**src/hw/far_exec_alu.sv**
```systemverilog
`timescale 1ns/100ps
`default_nettype none

package far_exec_pkg;
    // instruction codes presented on the opcode port
    typedef enum logic [3:0] {
        OP_NOP,
        OP_SKIP_NONNULL,
        OP_SUB,
        OP_SUBM,
        OP_SWAP,
        OP_SWAPA,
        OP_SKIP_NULL,
        OP_COPY_SKIP_NULL,
        OP_SKIP_BIT_CLEAR,
        OP_TFETCH,
        OP_TFETCH_FINAL,
        OP_TFETCH_INC,
        OP_TFETCH_INC_FINAL,
        OP_XOR,
        OP_XORM
    } op_e;

    localparam int DATA_W = 8;
    localparam int WORD_W = 16;
    localparam int PADDR_W = 12;
    localparam int OP_W = 4;
    localparam int BIT_W = 3;
    localparam int NIB_W = 4;
    localparam int FLAG_W = 6;
    // status flag positions
    localparam int FLAG_NULL = 0;
    localparam int FLAG_BORROW = 1;
    localparam int FLAG_HALF_BORROW = 2;
    localparam int FLAG_RANGE = 3;
    localparam int FLAG_SIGNED_BORROW = 4;
    localparam int FLAG_CHAINED_NULL = 5;
    // reset values
    localparam logic [7:0] WORK_RESET = 8'h00;
    localparam logic [7:0] PTR_RESET = 8'h00;
    localparam logic [7:0] LATCH_RESET = 8'h00;
    localparam logic [5:0] FLAGS_RESET = 6'h00;
    localparam logic [7:0] ZERO_BYTE = 8'h00;
    // cycles an instruction holds the unit busy
    localparam int CYCLES_PLAIN = 1;
    localparam int CYCLES_SKIP = 2;
    localparam int CYCLES_TFETCH = 2;
endpackage

// arithmetic and logic path for the subtract and exclusive-or group
module far_exec_alu (
    // operands
    input wire logic [7:0] work_i,
    input wire logic [7:0] mem_i,
    // results
    output logic [7:0] diff_o,
    output logic [7:0] xor_o,
    output logic [5:0] sub_flags_o
);
    logic [8:0] wide;
    logic [4:0] low;

    always_comb begin
        wide = {1'b0, work_i} - {1'b0, mem_i};
        low = {1'b0, work_i[3:0]} - {1'b0, mem_i[3:0]};
        diff_o = wide[7:0];
        xor_o = work_i ^ mem_i;
        sub_flags_o = far_exec_pkg::FLAGS_RESET;
        sub_flags_o[far_exec_pkg::FLAG_NULL] = (wide[7:0] == far_exec_pkg::ZERO_BYTE);
        // borrow flag is set when no borrow occurs (result zero or positive)
        sub_flags_o[far_exec_pkg::FLAG_BORROW] = ~wide[8];
        sub_flags_o[far_exec_pkg::FLAG_HALF_BORROW] = ~low[4];
        sub_flags_o[far_exec_pkg::FLAG_RANGE] = (work_i[7] ^ mem_i[7]) & (work_i[7] ^ wide[7]);
        // signed compare: set when working >= mem as signed values
        sub_flags_o[far_exec_pkg::FLAG_SIGNED_BORROW] =
            ~(wide[7] ^ ((work_i[7] ^ mem_i[7]) & (work_i[7] ^ wide[7])));
        // without an incoming borrow the chained null equals the plain null
        sub_flags_o[far_exec_pkg::FLAG_CHAINED_NULL] = (wide[7:0] == far_exec_pkg::ZERO_BYTE);
    end
endmodule

`default_nettype wire

```
**src/hw/far_exec_core.sv**
```systemverilog
`timescale 1ns/100ps
`default_nettype none

module far_exec_core #(
    parameter int PADDR_W = far_exec_pkg::PADDR_W
) (
    // clock and reset
    input wire logic CLOCK_I,
    input wire logic RSTN_I,
    // instruction issue
    input wire logic EXEC_I,
    input wire logic [3:0] OPCODE_I,
    input wire logic [2:0] BIT_SEL_I,
    input wire logic [7:0] MEM_DATA_I,
    input wire logic [PADDR_W-1:0] PC_I,
    output logic READY_O,
    output logic SKIP_O,
    // data memory write-back
    output logic MEM_WE_O,
    output logic [7:0] MEM_WDATA_O,
    // program memory table port
    output logic PROG_RD_O,
    output logic [PADDR_W-1:0] PROG_ADDR_O,
    input wire logic [15:0] PROG_WORD_I,
    // core register loads from the rest of the core
    input wire logic WORK_WE_I,
    input wire logic PTR_LOW_WE_I,
    input wire logic PTR_HIGH_WE_I,
    input wire logic [7:0] LOAD_DATA_I,
    // architectural state
    output logic [7:0] WORKING_REGISTER_O,
    output logic [7:0] TABLE_FETCH_HIGH_LATCH_O,
    output logic [7:0] TABLE_POINTER_LOW_O,
    output logic [7:0] TABLE_POINTER_HIGH_O,
    output logic [5:0] FLAGS_O
);
    localparam int PAGE_W = PADDR_W - far_exec_pkg::DATA_W;
    localparam logic [PAGE_W-1:0] LAST_PAGE = '1;

    typedef enum logic [1:0] {
        S_IDLE,
        S_DUMMY,
        S_FETCH
    } state_e;

    state_e state_reg;
    state_e state_next;
    far_exec_pkg::op_e op;
    logic accept;
    logic take_skip;
    logic [7:0] working_register_reg;
    logic [7:0] table_fetch_high_latch_reg;
    logic [7:0] table_pointer_low_reg;
    logic [7:0] table_pointer_high_reg;
    logic [7:0] ptr_low_next;
    logic [5:0] flags_reg;
    logic [7:0] diff;
    logic [7:0] xor_val;
    logic [7:0] swapped;
    logic [5:0] sub_flags;
    logic ready_reg;
    logic skip_reg;
    logic mem_we_reg;
    logic [7:0] mem_wdata_reg;
    logic prog_rd_reg;
    logic [PADDR_W-1:0] prog_addr_reg;

    function automatic logic is_tfetch(input far_exec_pkg::op_e o);
        is_tfetch = (o == far_exec_pkg::OP_TFETCH) || (o == far_exec_pkg::OP_TFETCH_FINAL) ||
                    (o == far_exec_pkg::OP_TFETCH_INC) ||
                    (o == far_exec_pkg::OP_TFETCH_INC_FINAL);
    endfunction

    function automatic logic is_preinc(input far_exec_pkg::op_e o);
        is_preinc = (o == far_exec_pkg::OP_TFETCH_INC) ||
                    (o == far_exec_pkg::OP_TFETCH_INC_FINAL);
    endfunction

    function automatic logic is_final_page(input far_exec_pkg::op_e o);
        is_final_page = (o == far_exec_pkg::OP_TFETCH_FINAL) ||
                        (o == far_exec_pkg::OP_TFETCH_INC_FINAL);
    endfunction

    function automatic logic skip_cond(input far_exec_pkg::op_e o, input logic [7:0] m,
                                       input logic [2:0] b);
        unique case (o)
            far_exec_pkg::OP_SKIP_NONNULL: skip_cond = (m != far_exec_pkg::ZERO_BYTE);
            far_exec_pkg::OP_SKIP_NULL: skip_cond = (m == far_exec_pkg::ZERO_BYTE);
            far_exec_pkg::OP_COPY_SKIP_NULL: skip_cond = (m == far_exec_pkg::ZERO_BYTE);
            far_exec_pkg::OP_SKIP_BIT_CLEAR: skip_cond = ~m[b];
            default: skip_cond = 1'b0;
        endcase
    endfunction

    assign op = far_exec_pkg::op_e'(OPCODE_I);
    assign accept = EXEC_I & ready_reg;
    assign take_skip = accept & skip_cond(op, MEM_DATA_I, BIT_SEL_I);
    assign swapped = {MEM_DATA_I[3:0], MEM_DATA_I[7:4]};
    // the pointer bump happens before the address is formed
    assign ptr_low_next = table_pointer_low_reg + 8'h01;

    far_exec_alu u_alu (
        .work_i(working_register_reg),
        .mem_i(MEM_DATA_I),
        .diff_o(diff),
        .xor_o(xor_val),
        .sub_flags_o(sub_flags)
    );

    always_comb begin
        state_next = state_reg;
        unique case (state_reg)
            S_IDLE: begin
                if (accept && is_tfetch(op)) begin
                    state_next = S_FETCH;
                end else if (take_skip) begin
                    state_next = S_DUMMY;
                end else begin
                    state_next = S_IDLE;
                end
            end
            S_DUMMY: state_next = S_IDLE;
            S_FETCH: state_next = S_IDLE;
        endcase
    end

    always_ff @(posedge CLOCK_I or negedge RSTN_I) begin
        if (!RSTN_I) begin
            state_reg <= S_IDLE;
            ready_reg <= 1'b0;
        end else begin
            state_reg <= state_next;
            ready_reg <= (state_next == S_IDLE);
        end
    end

    // skip pulse marks the start of the inserted dummy cycle
    always_ff @(posedge CLOCK_I or negedge RSTN_I) begin
        if (!RSTN_I) begin
            skip_reg <= 1'b0;
        end else begin
            skip_reg <= take_skip;
        end
    end

    always_ff @(posedge CLOCK_I or negedge RSTN_I) begin
        if (!RSTN_I) begin
            working_register_reg <= far_exec_pkg::WORK_RESET;
        end else if (accept) begin
            unique case (op)
                far_exec_pkg::OP_SUB: working_register_reg <= diff;
                far_exec_pkg::OP_SWAPA: working_register_reg <= swapped;
                far_exec_pkg::OP_COPY_SKIP_NULL: working_register_reg <= MEM_DATA_I;
                far_exec_pkg::OP_XOR: working_register_reg <= xor_val;
                default: working_register_reg <= working_register_reg;
            endcase
        end else if (WORK_WE_I) begin
            working_register_reg <= LOAD_DATA_I;
        end
    end

    always_ff @(posedge CLOCK_I or negedge RSTN_I) begin
        if (!RSTN_I) begin
            flags_reg <= far_exec_pkg::FLAGS_RESET;
        end else if (accept) begin
            unique case (op)
                far_exec_pkg::OP_SUB, far_exec_pkg::OP_SUBM: begin
                    flags_reg <= sub_flags;
                end
                far_exec_pkg::OP_XOR, far_exec_pkg::OP_XORM: begin
                    flags_reg[far_exec_pkg::FLAG_NULL] <= (xor_val == far_exec_pkg::ZERO_BYTE);
                end
                default: flags_reg <= flags_reg;
            endcase
        end
    end

    always_ff @(posedge CLOCK_I or negedge RSTN_I) begin
        if (!RSTN_I) begin
            mem_we_reg <= 1'b0;
            mem_wdata_reg <= far_exec_pkg::ZERO_BYTE;
        end else if (state_reg == S_FETCH) begin
            mem_we_reg <= 1'b1;
            mem_wdata_reg <= PROG_WORD_I[7:0];
        end else if (accept && (op == far_exec_pkg::OP_SUBM)) begin
            mem_we_reg <= 1'b1;
            mem_wdata_reg <= diff;
        end else if (accept && (op == far_exec_pkg::OP_XORM)) begin
            mem_we_reg <= 1'b1;
            mem_wdata_reg <= xor_val;
        end else if (accept && (op == far_exec_pkg::OP_SWAP)) begin
            mem_we_reg <= 1'b1;
            mem_wdata_reg <= swapped;
        end else begin
            mem_we_reg <= 1'b0;
        end
    end

    always_ff @(posedge CLOCK_I or negedge RSTN_I) begin
        if (!RSTN_I) begin
            table_fetch_high_latch_reg <= far_exec_pkg::LATCH_RESET;
        end else if (state_reg == S_FETCH) begin
            table_fetch_high_latch_reg <= PROG_WORD_I[15:8];
        end
    end

    always_ff @(posedge CLOCK_I or negedge RSTN_I) begin
        if (!RSTN_I) begin
            table_pointer_low_reg <= far_exec_pkg::PTR_RESET;
        end else if (accept && is_preinc(op)) begin
            table_pointer_low_reg <= ptr_low_next;
        end else if (PTR_LOW_WE_I) begin
            table_pointer_low_reg <= LOAD_DATA_I;
        end
    end

    always_ff @(posedge CLOCK_I or negedge RSTN_I) begin
        if (!RSTN_I) begin
            table_pointer_high_reg <= far_exec_pkg::PTR_RESET;
        end else if (PTR_HIGH_WE_I) begin
            table_pointer_high_reg <= LOAD_DATA_I;
        end
    end

    // the page is the pc page, the last page, or the high pointer
    always_ff @(posedge CLOCK_I or negedge RSTN_I) begin
        if (!RSTN_I) begin
            prog_rd_reg <= 1'b0;
            prog_addr_reg <= '0;
        end else if (accept && is_tfetch(op)) begin
            prog_rd_reg <= 1'b1;
            if (is_final_page(op)) begin
                prog_addr_reg <= {LAST_PAGE,
                    is_preinc(op) ? ptr_low_next : table_pointer_low_reg};
            end else if (is_preinc(op)) begin
                prog_addr_reg <= {table_pointer_high_reg[PAGE_W-1:0], ptr_low_next};
            end else begin
                prog_addr_reg <= {PC_I[PADDR_W-1:8], table_pointer_low_reg};
            end
        end else begin
            prog_rd_reg <= 1'b0;
        end
    end

    assign READY_O = ready_reg;
    assign SKIP_O = skip_reg;
    assign MEM_WE_O = mem_we_reg;
    assign MEM_WDATA_O = mem_wdata_reg;
    assign PROG_RD_O = prog_rd_reg;
    assign PROG_ADDR_O = prog_addr_reg;
    assign WORKING_REGISTER_O = working_register_reg;
    assign TABLE_FETCH_HIGH_LATCH_O = table_fetch_high_latch_reg;
    assign TABLE_POINTER_LOW_O = table_pointer_low_reg;
    assign TABLE_POINTER_HIGH_O = table_pointer_high_reg;
    assign FLAGS_O = flags_reg;

    property p_nonnull_skip;
        @(posedge CLOCK_I) disable iff (!RSTN_I)
        accept && op == far_exec_pkg::OP_SKIP_NONNULL |=>
            SKIP_O == ($past(MEM_DATA_I) != 8'h00);
    endproperty
    a_nonnull_skip: assert property (p_nonnull_skip) else $error("nonnull skip wrong");

    property p_sub_acc;
        @(posedge CLOCK_I) disable iff (!RSTN_I)
        accept && op == far_exec_pkg::OP_SUB |=>
            WORKING_REGISTER_O == 8'($past(working_register_reg) - $past(MEM_DATA_I)) &&
            FLAGS_O[far_exec_pkg::FLAG_BORROW] ==
            ($past(working_register_reg) >= $past(MEM_DATA_I));
    endproperty
    a_sub_acc: assert property (p_sub_acc) else $error("subtract result wrong");

    property p_subm_mem;
        @(posedge CLOCK_I) disable iff (!RSTN_I)
        accept && op == far_exec_pkg::OP_SUBM |=>
            MEM_WE_O && MEM_WDATA_O == 8'($past(working_register_reg) - $past(MEM_DATA_I)) &&
            $stable(WORKING_REGISTER_O);
    endproperty
    a_subm_mem: assert property (p_subm_mem) else $error("subtract to memory wrong");

    property p_swap_flags;
        @(posedge CLOCK_I) disable iff (!RSTN_I)
        accept && (op == far_exec_pkg::OP_SWAP || op == far_exec_pkg::OP_SWAPA) |=>
            $stable(FLAGS_O);
    endproperty
    a_swap_flags: assert property (p_swap_flags) else $error("swap changed flags");

    property p_swapa_acc;
        @(posedge CLOCK_I) disable iff (!RSTN_I)
        accept && op == far_exec_pkg::OP_SWAPA |=>
            WORKING_REGISTER_O == {$past(MEM_DATA_I[3:0]), $past(MEM_DATA_I[7:4])} && !MEM_WE_O;
    endproperty
    a_swapa_acc: assert property (p_swapa_acc) else $error("swap to working wrong");

    property p_skip_two_cycles;
        @(posedge CLOCK_I) disable iff (!RSTN_I)
        take_skip |=> !READY_O ##1 READY_O;
    endproperty
    a_skip_two_cycles: assert property (p_skip_two_cycles) else $error("skip not two cycles");

    property p_noskip_one_cycle;
        @(posedge CLOCK_I) disable iff (!RSTN_I)
        accept && !take_skip && !is_tfetch(op) |=> READY_O && !SKIP_O;
    endproperty
    a_noskip_one_cycle: assert property (p_noskip_one_cycle) else $error("dummy inserted");

    property p_fetch_latch;
        @(posedge CLOCK_I) disable iff (!RSTN_I)
        accept && is_tfetch(op) |=> PROG_RD_O ##1
            (MEM_WE_O && MEM_WDATA_O == $past(PROG_WORD_I[7:0]) &&
             TABLE_FETCH_HIGH_LATCH_O == $past(PROG_WORD_I[15:8]));
    endproperty
    a_fetch_latch: assert property (p_fetch_latch) else $error("table fetch wrong");

    property p_final_page;
        @(posedge CLOCK_I) disable iff (!RSTN_I)
        accept && is_final_page(op) |=> PROG_ADDR_O[PADDR_W-1:8] == LAST_PAGE;
    endproperty
    a_final_page: assert property (p_final_page) else $error("final page wrong");

    property p_preinc;
        @(posedge CLOCK_I) disable iff (!RSTN_I)
        accept && is_preinc(op) && !PTR_LOW_WE_I |=>
            TABLE_POINTER_LOW_O == 8'($past(table_pointer_low_reg) + 8'h01) &&
            PROG_ADDR_O[7:0] == TABLE_POINTER_LOW_O;
    endproperty
    a_preinc: assert property (p_preinc) else $error("preincrement wrong");

    property p_xor_acc;
        @(posedge CLOCK_I) disable iff (!RSTN_I)
        accept && op == far_exec_pkg::OP_XOR |=>
            WORKING_REGISTER_O == ($past(working_register_reg) ^ $past(MEM_DATA_I)) &&
            FLAGS_O[5:1] == $past(flags_reg[5:1]);
    endproperty
    a_xor_acc: assert property (p_xor_acc) else $error("xor wrong");
endmodule

`default_nettype wire

```
**config.mk**
```make
export PLATFORM = sky130hd
export DESIGN_NAME = far_exec_core
export DESIGN_NICKNAME = d
export VERILOG_FILES = /design/src/hw/far_exec_alu.sv /design/src/hw/far_exec_core.sv
export SDC_FILE = /design/constraint.sdc
export NUM_CORES = 1
export LEC_CHECK = 0
export BUFFER_PORTS_ARGS = -buffer_cell sky130_fd_sc_hd__clkbuf_2
export CORE_MARGIN = 4
export CORE_UTILIZATION = 57
export CTS_CLUSTER_DIAMETER = 60
export DETAILED_ROUTE_END_ITERATION = 10
export GPL_TIMING_DRIVEN = 0
export PLACE_DENSITY = 0.86
export SYNTH_ARGS = -nofsm -noshare
export SYNTH_HDL_FRONTEND = slang
export SYNTH_SLANG_ARGS = --single-unit
```
**constraint.sdc**
```tcl
create_clock -name CLOCK_I -period 4.4 [get_ports CLOCK_I]
set_input_delay 0.44 -clock CLOCK_I [delete_from_list [all_inputs] [get_ports CLOCK_I]]
set_output_delay 0.44 -clock CLOCK_I [all_outputs]
set_load 0.1 [all_outputs]
```
==> flow_summary.ini <==
[layout]
fillers = 596
diodes = 0
multi_input_area_um2 = 2228
regArea_um2 = 1602
instances_no_fill = 668
stdcell_area_um2 = 4887
drive_gt1_share_pct = 29.20
largest_reg_flops = 12
area_delta_synth_final_pct = 20.70
fin_nets = 636
utilization_pct = 71.54

[grt]
grt_max_degree = 65
antenna_found_initial = 0
grt_overflow = 0
grt_util_met2_pct = 44.22
grt_pass1_vias = 3864
grt.met3_usage_pct = 5.332
use_met1_pct = 39.09
grt_usage_pct = 28.18
grt_pass1_wl_um = 19060
busiest_layer = met2

[setup_path]
rrSetupSlack_ps = 780
crit_path_end_kind = flop
path_cells = ha_1 -> buf_2 -> o21ai_0 -> a21oi_1 -> o311ai_1 -> nand2b_1 -> a21o_1 -> fa_1 -> nor4b_1 -> mux2i_1 -> a2111o_1 -> a21oi_1
crit_type = reg2reg
max_stage_delay_ps = 560
cp_top_family = compound AO/OA/AOI/OAI gates
critPathBufInv = 1
cp-start-kind = flop
cp_max_fo = 8
cpMaxStageDelayCell = o311ai_1
arrival_ps = 3890
cp_common_cell = a21oi_1
cp.required_ps = 4670

[synth]
yosys.area_share.simple_pct = 17.55
synth_edf_count = 0
synthTopCellsByArea = dfrtp_1 (40%), o21ai_0 (4.8%), nand2_1 (4.5%)
synth_cells = 448
yosys.area_share.xor_xnor_pct = 2.163
postSynthAreaPerCell_um2 = 9.038
synth_area_um2 = 4049
yosys_register_bits = 64
seq_area_frac_synth_pct = 39.56
synth_top_family_by_area = compound AO/OA/AOI/OAI gates
synthArstFlopShare_pct = 100.0
synth_fa_ha_area_share_pct = 4.079
syn_nets = 517
synth_compound_area_share_pct = 23.21
ys.warnings.count = 0
synth_mux_area_share_pct = 8.035
synth_top_area_share_pct = 39.56
ys.flop_type = dfrtp_1
synth_top_cell_by_area = dfrtp_1
ys_types = 66

[clocking]
cts_resized = 0
hold_buffers = 0
cts_tree = yes
clk_pin_slew_ps = 70
htreeDepth = 3
cts_buffers = 9
clockBufferDepth = 2
cts_sinks = 64
post-cts-setup-buffers = 0
clockRootBuffer = clkbuf_8
clk_latency_ps = 350

[hold_path]
hold_class = in2async

[timing]
finalSetupViolations = 0
rsz0062_at_grt = false
max_freq_mhz = 276.0
fin_skew_ps = 11.60
tightestPinTransition_ps = 880.6
fin_setup_tns_ps = 0
post-route-period-util_pct = 82.35
drv_slew = 0
relSlewSlack_pct = 40.55
post-route-min-period_ps = 3623
hold_violations = 0
worst_slack_ps = 776.5

[placement]
pre_cts_ws_ps = 565.9
dpl_cell_area_um2 = 4712
io_buffer_count = 108
place_inst = 652
dp_hpwl_um = 9151
gp_congestion = 1.000

[pwr]
p_leak_nw = 2.304
power.density_nw_per_um2 = 611.5
irDropWorstVdd_mv = 0.3516

[detailed_routing]
routed_wl_um = 11900
drc = 0
via_per_inst = 6.021
num_vias = 4022
wire_per_inst_um = 17.81
ant_nets = 0
drt_iter0_drc = 342
dr.pass1.iters = 5

[floorplan]
top_level_ports = 119
die_y_um = 92.28
dieArea_um2 = 8516
initial_utilization_pct = 59.27
core_area_um2 = 6832
rows = 30
die_width_um = 92.28

[flow_run]
maxCapViolations = 0

[status]
status = complete, no violations
worst paths after layout:
kind,start,depth (start not counted),to
min in group CLOCK_I,PROG_WORD_I[10],2,TABLE_FETCH_HIGH_LATCH_O[2]$_DFFE_PN0P_
max,WORKING_REGISTER_O[2]$_DFFE_PN0P_,12,FLAGS_O[0]$_DFFE_PN0P_
max reg2reg,WORKING_REGISTER_O[2]$_DFFE_PN0P_,12,FLAGS_O[0]$_DFFE_PN0P_
max in group asynchronous,RSTN_I,1,FLAGS_O[4]$_DFFE_PN0P_
min reg2reg,PROG_ADDR_O[2]$_DFFE_PN0P_,2,PROG_ADDR_O[2]$_DFFE_PN0P_
min,RSTN_I,1,TABLE_FETCH_HIGH_LATCH_O[4]$_DFFE_PN0P_
worst register-to-register path, delay by kind of cell, from the launching register on:
kind	cells	cell delay [ps]
compound gates	6	1510
flops	1	400
fa+ha+maj	2	830
simple gates	2	510
buf+inv	1	180
mux	1	120
placed cells by master, fill, tap and decap left out, types with 4 or more instances in the layout:
| cell type | count |
|---|---|
| nand2_1 | 49 |
| a221oi_1 | 5 |
| nand4_1 | 7 |
| nand3b_1 | 4 |
| a211o_1 | 6 |
| xnor2_1 | 6 |
| clkbuf_8 | 10 |
| mux2i_1 | 10 |
| a31oi_1 | 7 |
| o211ai_1 | 6 |
| ha_1 | 10 |
| inv_1 | 24 |
| buf_2 | 13 |
| clkbuf_1 | 10 |
| clkbuf_2 | 107 |
| nor4_1 | 5 |
| dfrtp_1 | 64 |
| xor2_1 | 4 |
| nand2b_1 | 9 |
| nor2_1 | 37 |
| nor3_1 | 7 |
| mux2_2 | 16 |
| nand3_1 | 9 |
| o22ai_1 | 7 |
| and3_1 | 6 |
| o21ai_0 | 39 |
| a21o_1 | 5 |
| a21oi_1 | 22 |
| a211oi_1 | 6 |
area by class of cell:
| type | instances | share of cell area, % |
|---|---|---|
| Buffer | 25 | 2.560 |
| Timing Repair Buffer | 108 | 11.11 |
| Multi-Input combinational cell | 334 | 45.60 |
| Clock inverter | 4 | 0.6144 |
| Inverter | 25 | 1.920 |
| Sequential cell | 64 | 32.77 |
| Tap cell | 96 | 2.458 |
| Clock buffer | 12 | 2.970 |
Yosys cell counts, types with 2 or more instances:
| library cell | instances |
|---|---|
| a221oi_1 | 5 |
| a21o_1 | 5 |
| and3_1 | 6 |
| a311oi_1 | 2 |
| a211o_1 | 6 |
| inv_1 | 24 |
| o21bai_1 | 3 |
| o2bb2ai_1 | 3 |
| o211ai_1 | 6 |
| nor2b_1 | 2 |
| nor3b_1 | 2 |
| xor2_1 | 4 |
| buf_2 | 13 |
| a31oi_1 | 7 |
| a22o_1 | 2 |
| o22ai_1 | 7 |
| o221ai_1 | 2 |
| nand2_1 | 49 |
| mux2_2 | 16 |
| o221a_2 | 2 |
| mux2i_1 | 10 |
| o31ai_1 | 2 |
| mux4_2 | 2 |
| o21a_1 | 2 |
| nand3b_1 | 4 |
| ha_1 | 10 |
| fa_1 | 2 |
| dfrtp_1 | 64 |
| nand2b_1 | 9 |
| clkbuf_1 | 8 |
| nand4_1 | 7 |
| a21oi_1 | 22 |
| a211oi_1 | 6 |
| o21ai_0 | 39 |
| and4_1 | 2 |
| a2111o_1 | 2 |
| nor2_1 | 37 |
| or3_1 | 2 |
| buf_4 | 2 |
| nand3_1 | 9 |
| nor3_1 | 7 |
| nor4_1 | 5 |
| xnor2_1 | 6 |
power by group:
part | total [mW] | internal, mW | switching (mW)
clock | 0.457 | 0.221 | 0.236
combinational | 1.72 | 0.331 | 1.39
sequential | 0.809 | 0.718 | 0.0910
per-stage QoR:
stage | hold slack, ps | power (mW)
global placement | 458.0 | 2.503
floorplan | 144.4 | 2.193
finish | 219.8 | 2.989
detailed placement | 467.8 | 2.532
CTS | 263.0 | 2.987
global route | 296.5 | 3.115
logic make-up after synthesis:
kind of cell               count (synthesis)
and+or+nand+nor                          147
DFF                                       64
adders and majority gates                 12
xor gates and xnor gates                  10
buffers and inverters                     50
AOI/OAI and AO/OA                        137
muxes                                     28
layer usage:
| metal | vias to the layer above | part of all wire [%] | wire length [µm] |
|---|---|---|---|
| li1 | 1876 | - | - |
| met1 | 1898 | 43 | 5074 |
| met2 | 217 | 46 | 5529 |
| met3 | 31 | 8.2 | 979 |
| met4 | 0 | 2.6 | 312 |
| met5 | - | 0 | 0 |
Note: power is estimated with default switching activity, not from simulation.
